File: config.mk
export PLATFORM = sky130hd
export DESIGN_NAME = pin_ctrl_top
export DESIGN_NICKNAME = d
export VERILOG_FILES = /design/src/shared/pin_ctrl_pkg.sv /design/src/logic/pin_irq_port.sv /design/src/logic/pin_ctrl_top.sv
export SDC_FILE = /design/constraint.sdc
export NUM_CORES = 1
export LEC_CHECK = 0
export ABC_AREA = 1
export BUFFER_PORTS_ARGS = -buffer_cell sky130_fd_sc_hd__buf_4
export CAP_MARGIN = 10
export CORE_MARGIN = 2
export CORE_UTILIZATION = 52
export CTS_BUF_LIST = sky130_fd_sc_hd__clkbuf_4
export DETAILED_ROUTE_END_ITERATION = 10
export PLACE_DENSITY = 0.79
export SYNTH_ARGS = -nofsm -noshare
export SYNTH_HDL_FRONTEND = slang
export SYNTH_SLANG_ARGS = --single-unit
File: constraint.sdc
create_clock -name ref_clk -period 11.1 [get_ports ref_clk]
set_input_delay 1.11 -clock ref_clk [delete_from_list [all_inputs] [get_ports ref_clk]]
set_output_delay 1.11 -clock ref_clk [all_outputs]
set_load 0.005 [all_outputs]
File: src/shared/pin_ctrl_pkg.sv
// shared constants for the port pin control and pin interrupt block
package pin_ctrl_pkg;
	localparam int NUM_PORTS     = 3;
	localparam int PORT_W        = 8;
	localparam int NUM_PINS      = NUM_PORTS * PORT_W;
	localparam int NUM_IRQ_PORTS = 2;
	localparam int IRQ_PINS      = 4;
	localparam int ADDR_W        = 8;

	// register byte offsets; each port owns a block of eight words, five of them used
	localparam logic [7:0] PORT_STRIDE = 8'h20;
	localparam logic [7:0] OFS_DATA    = 8'h00;
	localparam logic [7:0] OFS_DIR     = 8'h04;
	localparam logic [7:0] OFS_PULL    = 8'h08;
	localparam logic [7:0] OFS_SLEW    = 8'h0C;
	localparam logic [7:0] OFS_DRIVE   = 8'h10;
	localparam logic [7:0] OFS_GANG    = 8'h60;
	// pin interrupt blocks for port a and port b
	localparam logic [7:0] IRQ_BASE    = 8'h64;
	localparam logic [7:0] IRQ_STRIDE  = 8'h0C;
	localparam logic [7:0] OFS_IRQ_SC  = 8'h00;
	localparam logic [7:0] OFS_IRQ_EN  = 8'h04;
	localparam logic [7:0] OFS_IRQ_POL = 8'h08;

	// status and control field positions
	localparam int SC_MODE_BIT = 0;
	localparam int SC_IE_BIT   = 1;
	localparam int SC_ACK_BIT  = 2;
	localparam int SC_FLAG_BIT = 3;

	// gang control field positions and the pins they add
	localparam int GANG_EN_BIT  = 0;
	localparam int PIN_C0       = 16;
	localparam int PIN_C1       = 17;
	localparam int PIN_C2       = 18;
	localparam int PIN_C3       = 19;
	localparam int PIN_B2       = 10;
	localparam int PIN_B3       = 11;
	localparam int PIN_B4       = 12;
	localparam int PIN_B5       = 13;
	localparam int GANG_MASTER_PORT = 2;
	localparam int GANG_MASTER_BIT  = 0;

	// reset values
	localparam logic [NUM_PINS-1:0] OE_N_RST  = 24'hFFFFFF;
	localparam logic [IRQ_PINS-1:0] PREV_RST  = 4'hF;
endpackage

File: src/logic/pin_irq_port.sv
// pin interrupt detector for one port: edge or edge-and-level sensing
module pin_irq_port
	import pin_ctrl_pkg::*;
(
	input  wire logic                ref_clk,
	input  wire logic                rst,
	input  wire logic [IRQ_PINS-1:0] pin_level,
	input  wire logic [IRQ_PINS-1:0] pin_enable,
	input  wire logic [IRQ_PINS-1:0] polarity,
	input  wire logic                level_mode,
	input  wire logic                irq_enable,
	input  wire logic                ack,
	output logic                     irq_flag,
	output logic                     irq_req
);
	typedef struct packed {
		logic [IRQ_PINS-1:0] prev_asserted;
		logic                flag;
		logic                req;
	} irq_state_t;

	irq_state_t r;
	irq_state_t n;

	// detection, flag set and clear, request gating
	always_comb begin
		logic [IRQ_PINS-1:0] asserted;
		logic [IRQ_PINS-1:0] edge_hit;
		logic                level_hit;
		n = r;
		asserted = pin_level ~^ polarity; // pol 0 means low asserted
		edge_hit = pin_enable & asserted & ~r.prev_asserted; // deasserted then asserted
		// a disabled pin counts as asserted so it must be seen idle first
		n.prev_asserted = (pin_enable & asserted) | ~pin_enable;
		level_hit = level_mode & (|(pin_enable & asserted));
		// set wins over the acknowledge in the same cycle
		n.flag = (r.flag & ~ack) | (|edge_hit) | level_hit;
		n.req = n.flag & irq_enable;
	end

	always_ff @(posedge ref_clk or posedge rst) begin
		if (rst) begin
			r <= '0;
			r.prev_asserted <= PREV_RST;
		end else begin
			r <= n;
		end
	end

	assign irq_flag = r.flag;
	assign irq_req  = r.req;
endmodule

File: src/logic/pin_ctrl_top.sv
// port pin control, ganged output and pin interrupts behind an apb slave
//
// per pin: pull enable, slew limit, high drive; three ports of eight pins.
// port a and b pins 3..0 can raise a port interrupt, which is also the wake
// request for low-power modes.

// Contract
// - per-pin pull enable bit turns pull on
// - pull off whenever pin is output
// - pull off while analog function owns pin
// - slew limit bit, no effect on inputs
// - drive bit selects high or low drive
// - gang register accepts only one write
// - gang bit map: enable, port b, port c; code has bit 0 enable, bits 3..1 port c, bits 7..4 port b
// - ganged pins output, follow master pin controls
// - gang beats digital peripheral, analog beats gang
// - gang enable forces master pin output
// - port a/b pins 3..0 interrupt and wake
// - one interrupt enable bit per eligible pin
// - per-port mode bit: edge or edge-and-level
// - polarity bit picks edge and level sense
// - edge needs deasserted sighting first, synchronous
// - edge is one sample then opposite sample
// - edge sets flag, enable raises request
// - writing ack one clears flag
// - level mode keeps flag while pin asserted
// - polarity picks pull-up or pull-down on interrupt pins
// - reset: inputs, no slew, low drive, no pulls
module pin_ctrl_top
	import pin_ctrl_pkg::*;
(
	input  wire logic                ref_clk,
	input  wire logic                rst,
	// apb slave
	input  wire logic                psel,
	input  wire logic                penable,
	input  wire logic                pwrite,
	input  wire logic [ADDR_W-1:0]   paddr,
	input  wire logic [31:0]         pwdata,
	output logic      [31:0]         prdata,
	output logic                     pready,
	output logic                     pslverr,
	// shared functions on the same clock
	input  wire logic [NUM_PINS-1:0] periph_oe,
	input  wire logic [NUM_PINS-1:0] periph_out,
	input  wire logic [NUM_PINS-1:0] analog_en,
	// pads
	input  wire logic [NUM_PINS-1:0] pad_in,
	output logic      [NUM_PINS-1:0] pad_out,
	output logic      [NUM_PINS-1:0] pad_oe_n,
	output logic      [NUM_PINS-1:0] pull_up_en,
	output logic      [NUM_PINS-1:0] pull_down_en,
	output logic      [NUM_PINS-1:0] slew_limit_en,
	output logic      [NUM_PINS-1:0] high_drive_en,
	// port interrupt and wake requests
	output logic [NUM_IRQ_PORTS-1:0] irq_req
);
	import pin_ctrl_pkg::*;

	// gang register field positions: bits 3..1 add port c pins 1..3, bits 7..4 add port b pins 2..5
	localparam int GANG_SEL_C1 = 1;
	localparam int GANG_SEL_C2 = 2;
	localparam int GANG_SEL_C3 = 3;
	localparam int GANG_SEL_B2 = 4;
	localparam int GANG_SEL_B3 = 5;
	localparam int GANG_SEL_B4 = 6;
	localparam int GANG_SEL_B5 = 7;

	typedef struct packed {
		// software-visible port registers
		logic [NUM_PORTS-1:0][PORT_W-1:0]       data;
		logic [NUM_PORTS-1:0][PORT_W-1:0]       pin_direction_bit;
		logic [NUM_PORTS-1:0][PORT_W-1:0]       pull_enable_bit;
		logic [NUM_PORTS-1:0][PORT_W-1:0]       slew_limit_bit;
		logic [NUM_PORTS-1:0][PORT_W-1:0]       high_drive_bit;
		// write-once gang setting
		logic [PORT_W-1:0]                      gang_output_control;
		logic                                   gang_written;
		// pin interrupt setup of ports a and b
		logic [NUM_IRQ_PORTS-1:0]               detect_mode_select;
		logic [NUM_IRQ_PORTS-1:0]               port_irq_enable;
		logic [NUM_IRQ_PORTS-1:0][IRQ_PINS-1:0] pin_irq_enable_bit;
		logic [NUM_IRQ_PORTS-1:0][IRQ_PINS-1:0] pin_polarity_bit;
		// pad synchroniser and filtered level
		logic [NUM_PINS-1:0]                    sync1;
		logic [NUM_PINS-1:0]                    sync2;
		logic [NUM_PINS-1:0]                    sync3;
		logic [NUM_PINS-1:0]                    pin_level;
		// registered bus answer
		logic [31:0]                            prdata;
		logic                                   pready;
		logic                                   pslverr;
		// registered pad controls
		logic [NUM_PINS-1:0]                    pad_out;
		logic [NUM_PINS-1:0]                    pad_oe_n;
		logic [NUM_PINS-1:0]                    pull_up;
		logic [NUM_PINS-1:0]                    pull_down;
		logic [NUM_PINS-1:0]                    slew;
		logic [NUM_PINS-1:0]                    hdrive;
	} top_state_t;

	top_state_t                r;
	top_state_t                n;
	logic [NUM_IRQ_PORTS-1:0]  ack_pulse;
	logic [NUM_IRQ_PORTS-1:0]  irq_flag;
	logic [NUM_IRQ_PORTS-1:0]  irq_req_w;

	// expand the gang register into a per-pin membership mask
	function automatic logic [NUM_PINS-1:0] gang_mask(input logic [PORT_W-1:0] g);
		logic [NUM_PINS-1:0] m;
		m = '0;
		m[PIN_C0] = 1'b1; // master pin takes part whenever the gang is enabled
		m[PIN_C1] = g[GANG_SEL_C1];
		m[PIN_C2] = g[GANG_SEL_C2];
		m[PIN_C3] = g[GANG_SEL_C3];
		m[PIN_B2] = g[GANG_SEL_B2]; // bit 4 adds b2, bit 7 adds b5
		m[PIN_B3] = g[GANG_SEL_B3];
		m[PIN_B4] = g[GANG_SEL_B4];
		m[PIN_B5] = g[GANG_SEL_B5];
		// nothing joins while the enable bit is clear
		return g[GANG_EN_BIT] ? m : '0;
	endfunction

	// bus decode, register writes, pin synchronisers and pin output control
	always_comb begin
		logic [31:0]         rd;
		logic                hit;
		logic                wr;
		logic                setup;
		logic [7:0]          base;
		logic [NUM_PINS-1:0] gm;
		logic [NUM_PINS-1:0] pd_sel;
		logic                drv;
		logic                outval;
		logic                pull_on;
		logic                master_slew;
		logic                master_drive;
		int                  i;
		logic [NUM_PINS-1:0] agree;
		n = r;
		// defaults so every path of this process assigns every scratch value
		base = '0;
		gm = '0;
		pd_sel = '0;
		drv = 1'b0;
		outval = 1'b0;
		pull_on = 1'b0;
		master_slew = 1'b0;
		master_drive = 1'b0;
		i = 0;
		agree = '0;
		rd = '0;
		hit = 1'b0;
		ack_pulse = '0;
		setup = psel & ~penable;
		wr = psel & penable & r.pready & pwrite;

		// pad inputs: three stages, a change counts once stages two and three agree
		n.sync1 = pad_in;
		n.sync2 = r.sync1;
		n.sync3 = r.sync2;
		agree = ~(r.sync2 ^ r.sync3);
		n.pin_level = (r.sync2 & agree) | (r.pin_level & ~agree);

		// per-port control registers
		for (int p = 0; p < NUM_PORTS; p++) begin
			base = 8'(p * PORT_STRIDE);
			// port data latch
			if (paddr == base + OFS_DATA) begin
				hit = 1'b1;
				// outputs read the latch; inputs read the pad, zero under analog
				for (int b = 0; b < PORT_W; b++) begin
					i = p * PORT_W + b;
					rd[b] = r.pin_direction_bit[p][b] ? r.data[p][b] : (r.pin_level[i] & ~analog_en[i]);
				end
				if (wr) n.data[p] = pwdata[PORT_W-1:0];
			end

			// direction: a set bit drives the pin
			if (paddr == base + OFS_DIR) begin
				hit = 1'b1;
				rd[PORT_W-1:0] = r.pin_direction_bit[p];
				if (wr) n.pin_direction_bit[p] = pwdata[PORT_W-1:0];
			end

			// pull device enables
			if (paddr == base + OFS_PULL) begin
				hit = 1'b1;
				rd[PORT_W-1:0] = r.pull_enable_bit[p];
				if (wr) n.pull_enable_bit[p] = pwdata[PORT_W-1:0];
			end

			// slew limit enables
			if (paddr == base + OFS_SLEW) begin
				hit = 1'b1;
				rd[PORT_W-1:0] = r.slew_limit_bit[p];
				if (wr) n.slew_limit_bit[p] = pwdata[PORT_W-1:0];
			end

			// high drive enables
			if (paddr == base + OFS_DRIVE) begin
				hit = 1'b1;
				rd[PORT_W-1:0] = r.high_drive_bit[p];
				if (wr) n.high_drive_bit[p] = pwdata[PORT_W-1:0];
			end
		end

		// gang control: the first write sticks until reset
		if (paddr == OFS_GANG) begin
			hit = 1'b1;
			rd[PORT_W-1:0] = r.gang_output_control;
			// a second write leaves the stored setting alone
			if (wr && !r.gang_written) begin
				n.gang_output_control = pwdata[PORT_W-1:0];
				n.gang_written = 1'b1;
			end
		end

		// pin interrupt registers of port a and port b
		for (int q = 0; q < NUM_IRQ_PORTS; q++) begin
			base = 8'(IRQ_BASE + q * IRQ_STRIDE);
			// mode, enable, write-one acknowledge and flag
			if (paddr == base + OFS_IRQ_SC) begin
				hit = 1'b1;
				rd[SC_MODE_BIT] = r.detect_mode_select[q];
				rd[SC_IE_BIT] = r.port_irq_enable[q];
				rd[SC_FLAG_BIT] = irq_flag[q];
				if (wr) begin
					n.detect_mode_select[q] = pwdata[SC_MODE_BIT];
					n.port_irq_enable[q] = pwdata[SC_IE_BIT];
					ack_pulse[q] = pwdata[SC_ACK_BIT]; // write one acknowledges
				end
			end

			// per-pin interrupt enables
			if (paddr == base + OFS_IRQ_EN) begin
				hit = 1'b1;
				rd[IRQ_PINS-1:0] = r.pin_irq_enable_bit[q];
				if (wr) n.pin_irq_enable_bit[q] = pwdata[IRQ_PINS-1:0];
			end

			// per-pin polarity
			if (paddr == base + OFS_IRQ_POL) begin
				hit = 1'b1;
				rd[IRQ_PINS-1:0] = r.pin_polarity_bit[q];
				if (wr) n.pin_polarity_bit[q] = pwdata[IRQ_PINS-1:0];
			end
		end

		// answer is prepared during setup so pready and prdata come from flops
		n.pready = setup;
		// read data and error are captured from the setup cycle
		if (setup) begin
			n.prdata = rd;
			n.pslverr = ~hit;
		end else begin
			n.pslverr = 1'b0;
		end

		// interrupt pins whose polarity turns the pull device into a pull-down
		pd_sel = '0;
		for (int q = 0; q < NUM_IRQ_PORTS; q++) begin
			for (int b = 0; b < IRQ_PINS; b++) begin
				pd_sel[q * PORT_W + b] = r.pin_irq_enable_bit[q][b] & r.pin_polarity_bit[q][b];
			end
		end

		// per-pin output, pull, slew and drive control
		gm = gang_mask(r.gang_output_control);
		master_slew = r.slew_limit_bit[GANG_MASTER_PORT][GANG_MASTER_BIT];
		master_drive = r.high_drive_bit[GANG_MASTER_PORT][GANG_MASTER_BIT];
		for (int p = 0; p < NUM_PORTS; p++) begin
			for (int b = 0; b < PORT_W; b++) begin
				i = p * PORT_W + b;
				// analog wins, then gang, then peripheral, then direction bit
				drv = ~analog_en[i] & (gm[i] | periph_oe[i] | r.pin_direction_bit[p][b]);
				if (gm[i]) begin
					outval = r.data[GANG_MASTER_PORT][GANG_MASTER_BIT];
				end else if (periph_oe[i]) begin
					outval = periph_out[i];
				end else begin
					outval = r.data[p][b];
				end
				// pad data is held low while the pin floats
				n.pad_out[i] = drv & outval;
				n.pad_oe_n[i] = ~drv;

				// pull device, pull-down only on enabled interrupt pins
				pull_on = r.pull_enable_bit[p][b] & ~drv & ~analog_en[i];
				n.pull_up[i] = pull_on & ~pd_sel[i];
				n.pull_down[i] = pull_on & pd_sel[i];

				// slew and drive only matter on a driven pin
				n.slew[i] = drv & (gm[i] ? master_slew : r.slew_limit_bit[p][b]);
				n.hdrive[i] = drv & (gm[i] ? master_drive : r.high_drive_bit[p][b]);
			end
		end
	end

	// all state; reset leaves every pin an input with no pull, slew or drive
	always_ff @(posedge ref_clk or posedge rst) begin
		if (rst) begin
			r <= '0;
			r.pad_oe_n <= OE_N_RST;
		end else begin
			r <= n;
		end
	end

	// one detector per interrupt-capable port
	generate
		for (genvar q = 0; q < NUM_IRQ_PORTS; q++) begin : g_irq
			// the detector sees the filtered level of pins 3..0
			pin_irq_port u_irq (
				.ref_clk    (ref_clk),
				.rst        (rst),
				.pin_level  (r.pin_level[q * PORT_W +: IRQ_PINS]),
				.pin_enable (r.pin_irq_enable_bit[q]),
				.polarity   (r.pin_polarity_bit[q]),
				.level_mode (r.detect_mode_select[q]),
				.irq_enable (r.port_irq_enable[q]),
				.ack        (ack_pulse[q]),
				.irq_flag   (irq_flag[q]),
				.irq_req    (irq_req_w[q])
			);
		end
	endgenerate

	// apb answer, straight from flops
	assign prdata        = r.prdata;
	assign pready        = r.pready;
	assign pslverr       = r.pslverr;

	// pad controls, straight from flops
	assign pad_out       = r.pad_out;
	assign pad_oe_n      = r.pad_oe_n;
	assign pull_up_en    = r.pull_up;
	assign pull_down_en  = r.pull_down;
	assign slew_limit_en = r.slew;
	assign high_drive_en = r.hdrive;

	// interrupt and wake requests, flops inside the detectors
	assign irq_req       = irq_req_w;
endmodule

## Word-level counts from Yosys, hierarchy flattened

Cells that the tools add are included.

- Bits in registers: 395
- Word-level logic and storage cells: 595
- Input bits: 141

- Multiplexer cells: 169
- Reductions and logical operators: 29
- Bitwise logic cells: 332
- Equal/unequal tests: 21

Operators by type and width:

| kind | count |
|---|---|
| $and A1 B1 Y1 | 202 |
| $mux W1 | 146 |
| $mux W8 | 16 |
| $eq A8 B7 Y1 const B | 12 |
| $not A1 Y1 | 60 |
| $and A24 B24 Y24 | 2 |
| $not A24 Y24 | 2 |
| $or A1 B1 Y1 | 48 |
| $reduce_and A2 Y1 | 22 |
| $eq A8 B6 Y1 const B | 5 |
| $or A24 B24 Y24 | 1 |
| $xor A24 B24 Y24 | 1 |
| $mux W20 | 1 |
| $and A4 B4 Y4 | 4 |
| $eq A8 B4 Y1 const B | 2 |
| $mux W4 | 4 |
| $not A4 Y4 | 4 |
| $reduce_or A4 Y1 | 4 |
| $eq A8 B3 Y1 const B | 1 |
| $eq A8 B5 Y1 const B | 1 |
| $logic_not A8 Y1 | 1 |
| $or A4 B4 Y4 | 2 |
| $xnor A4 B4 Y4 | 2 |
| $mux W2 | 2 |
| 3 further kinds | 6 |

## Longest topological paths before layout

- Depth after elaboration: 25
- Gate-level depth with buffers: 19
- Mapped depth without buffers: 19

## Modules after synthesis

Synthesis repeated with hierarchy kept, for this count alone.

- Cells, all modules: 1817
- Area total of the unflattened synthesis: 16882.4 µm²

By module, submodules not included:

| module | cells an instance | seq. area each (µm²) | area each (µm²) | times used |
|---|---|---|---|---|
| pin_ctrl_top | 1717 | 9614.2 | 16144.2 | 1 |
| pin_irq_port | 50 | 155.1 | 369.1 | 2 |

## Least setup slack after synthesis

No wires, ideal clock.

- Path type: input -> register
- Start point: input port paddr[6]
- End point: register r, in the netlist prdata[5]
- Stages: 14
- Data required time: 10979 ps
- Arrival: 2381 ps
- Slack: 8598 ps
- Buffers on the path: 0
- Path through: nor2_2 nand2_2 inv_4 nand2_2 a31oi_1 nor2_1 nor3_2 nand4_1 nor2_1 nand4_1 nor2_1 o211ai_1 o21bai_1 nand2_1

- Longest elaborated chain between the ends: 17
- Elaborated cells on any way between the ends: 32

RTL lines:

| item | line | text |
|---|---|---|
| start: declaration | pin_ctrl_top.sv:38 | `input wire logic [ADDR_W-1:0] paddr,` |
| $logic_not A8 Y1 | pin_ctrl_top.sv:169 | `if (paddr == base + OFS_DATA) begin` |
| $mux W8 | pin_ctrl_top.sv:169 |  |
| $mux W8 | pin_ctrl_top.sv:180 | `if (paddr == base + OFS_DIR) begin` |
| $mux W8 | pin_ctrl_top.sv:187 | `if (paddr == base + OFS_PULL) begin` |
| $mux W8 | pin_ctrl_top.sv:194 | `if (paddr == base + OFS_SLEW) begin` |
| $mux W8 | pin_ctrl_top.sv:201 | `if (paddr == base + OFS_DRIVE) begin` |
| $mux W8 | pin_ctrl_top.sv:169 |  |
| $mux W8 | pin_ctrl_top.sv:180 |  |
| $mux W8 | pin_ctrl_top.sv:187 |  |
| $mux W8 | pin_ctrl_top.sv:194 |  |
| $mux W8 | pin_ctrl_top.sv:201 |  |
| $mux W8 | pin_ctrl_top.sv:169 |  |
| $mux W8 | pin_ctrl_top.sv:180 |  |
| $mux W8 | pin_ctrl_top.sv:187 |  |
| $mux W8 | pin_ctrl_top.sv:194 |  |
| $mux W8 | pin_ctrl_top.sv:201 |  |
| $mux W8 (*) | pin_ctrl_top.sv:209 | `if (paddr == OFS_GANG) begin` |
| end signal: assignment | pin_ctrl_top.sv:306 | `r <= n;` |
| end: declaration | pin_ctrl_top.sv:102 | `top_state_t r;` |

Mark *: on every way between the ends. The rest lies on a longest branch, timed or not.
A chain may end at the register's enable or synchronous reset.

==> results.toml <==
[synthesis]
yosysSeqAreaShare = 0.5877
ys_async_sr_fraction = 1.000
synth.most_common_cell = "nand2_1"
synth-main-ff-cell = "dfrtp_1"
synthTopCellsByCount = "nand2_1, dfrtp_1, o21ai_0"
syn_area_per_cell_um2 = 9.304
synth-seq-cells = 395
synth_top_area_frac = 0.5379
yosys.area.top_type = "dfrtp_1"
syn-cell-area_um2 = 16890
yosysWarnings = 0
synth_edf_count = 0
synthCells = 1815
synth_area_leaders = "dfrtp_1, nand2_1, buf_4"
netlist-cell-type-count = 46

[route]
drt_iter0_drc = 1156
vias_per_cell = 5.096
wl_met1_mm = 17.20
met2_wirelength_mm = 20.28
met3WireLength_mm = 4.182
wl_mm = 43.12
drt_pre_antenna_iters = 6
highest-signal-layer = "met4"
drc_errors = 0
wl_per_cell_um = 17.07
vias = 12870
drtAntennaViolNets = 0

[clock_tree]
post_cts_buffers = 0
cts.repair.resized = 0
postCtsHoldBufs = 0
cts_sinks = 395
path_clk_slew_ns = 0.07
cts_made_buffers = 99
clk-insertion-delay-late_ns = 0.76
clockBufferDepth = 3
cts_root_buf = "clkbuf_4"
cts_max_level = 3
cts_tree = "done"

[finish]
fill_cells = 2662
stdcell_count = 2526
final_net_count = 2142
drive_above_1_share = 0.2361
syn2layout_area_growth_pct = 14.89

[placement]
gp_congestion = 0.8934
dp_hpwl_mm = 30.79
io_buffers = 256
dp_cells = 2335

[floorplan]
die_x_um = 184.2
core_area_um2 = 31800
die_h_um = 184.2
num_rows = 65
start_util = 0.5310
die_area_um2 = 33930
ios = 321

[critical_path]
r2r_cells = 16
cpPeakStageDelay_ns = 0.88
cp_common_cell = "buf_4"
critPathKind = "in -> async"
crit_fanout = 189
path_cells = "buf_4 > clkinvlp_4 > buf_12 > buf_4"
worstPathArrival_ns = 3.73
cp-start-kind = "input port"
cp_slowest_cell = "buf_4"
required_ns = 11.80
rrSetupSlack_ns = 8.97
crit_path_end_kind = "asynchronous set/reset pin"
worstReg2RegEnd = "prdata[3]"

[sta]
setup_viol = 0
worst-slew-pin-transition_ns = 1.080
rsz0062_at_grt = "no"
setup_tns_ns = 0
hold_ws_ns = 0.3336
fmax_mhz = 329.6
slew_headroom = 0.2802
skew_ns = 0.05328
slew_viol_final = 0
period_minus_slack_ns = 3.034
hold_viol_final = 0
period_share = 0.2733

[min_path]
hold_start = "n[249]"
min_path_type = "reg -> reg"
holdPathStages = 0
hold_path_end = "n[225]"

[grt]
gr-total-overflow = 0
grt_pass1_vias = 12720
grt_max_degree = 190
antenna_found_initial = 2
grt_usage = 0.2608
grt_pass1_wl_mm = 67.70

[power]
p_per_area_nw_per_um2 = 148.7
vdd_drop_max_mv = 0.08291
leakage_nw = 9.482

[run_status]
outcome = "complete, no violations"

[flow_run]
cap_violations = 0
==> cells in the final DEF, fill, tap and decap left out, types with 5 or more instances in the layout <==
master | netlist | layout
o21ai_0 | 213 | 213
conb_1 | 1 | 40
o211ai_1 | 5 | 5
clkinv_1 | 0 | 33
nor2_2 | 11 | 11
clkinv_2 | 0 | 7
dfstp_2 | 32 | 32
a31oi_1 | 7 | 7
inv_2 | 9 | 9
nand4_1 | 25 | 25
nor2_4 | 5 | 5
xor2_1 | 7 | 7
a21oi_1 | 46 | 46
nor3_1 | 11 | 11
nand2_1 | 415 | 415
nand3_1 | 53 | 53
dfrtp_1 | 363 | 363
nor2_1 | 110 | 110
buf_4 | 179 | 261
maj3_1 | 24 | 24
nand2_2 | 6 | 6
clkbuf_4 | 0 | 142
inv_1 | 210 | 209
==> sequential cells by signal, summed over array words and instances (netlist names), named ones only <==
name and flops:
r 173, n 48, high_drive_en 24, pad_oe_n 24, pad_out 24, pull_up_en 24, slew_limit_en 24, g_irq.u_irq.r 8
prdata 8, pull_down_en 8, g_irq.u_irq.irq_flag 2, g_irq.u_irq.irq_req 2, pready 1, pslverr 1
==> logic make-up after synthesis <==
family	Yosys count	share of synthesized area
AO/OA/AOI/OAI	294	0.09181
AND/OR/NAND/NOR	653	0.1626
other	1	0.0002221
buffers and inverters	437	0.1374
XOR/XNOR	8	0.004150
multiplexers	3	0.001852
adder cells (fa/ha/maj)	24	0.01423
flip-flops	395	0.5877
==> how the worst max path moves through the flow <==
stage	startpoint	to	slack, ns	depth (start not counted)
6_report	rst	r[416]	8.07	4
5_1_grt	rst	r[416]	7.64	4
4_1_cts	rst	r[416]	8.04	4
3_5_place_dp	rst	slew_limit_en[21]	7.26	4
3_3_place_gp	rst	slew_limit_en[21]	7.36	4
2_1_floorplan	rst	asynchronous set/reset pin	4.70	1
==> cell type report <==
class	instances	area [um2]	share of cell area
clock buffer	142	1066	0.05495
timing repair buffer	262	1979	0.1020
clock inverter	46	250.2	0.01290
multi-input combinational	1022	4788	0.2468
antenna	3	7.507	0.0003869
inverter	221	840.8	0.04334
tap	435	544.3	0.02805
sequential	395	9925	0.5115
==> report_power, final <==
part / internal (W) / switching (W)
sequential: 0.00148 / 0.0000196
clock: 0.000643 / 0.000597
combinational: 0.0000581 / 0.0000915
total: 0.00218 / 0.000708
==> per-layer routing <==
| layer | track usage | vias to the layer above |
|---|---|---|
| met3 | 0.06797 | 97 |
| met1 | 0.3441 | 6188 |
| li1 | - | 5982 |
| met4 | 0.1114 | 0 |
| met5 | 0 | - |
| met2 | 0.4110 | 605 |
==> stage by stage <==
stage / utilization / instance area [um2] / setup WS, ns / power, W
floorplan: - / 17040 / 4.700 / 0.001610
detailed placement: 0.5685 / 18080 / 7.259 / 0.001672
global placement: 0.5685 / 18080 / 7.361 / 0.001667
global route: 0.6100 / 19400 / 7.637 / 0.003020
CTS: 0.6099 / 19390 / 8.038 / 0.002912
finish: 0.6101 / 19400 / 8.066 / 0.002884
==> worst max-delay path: cells and delay by family <==
family / cells / cell delay (ns)
buffers and inverters: 4 / 2.27
Note: power is estimated with default switching activity, not from simulation.
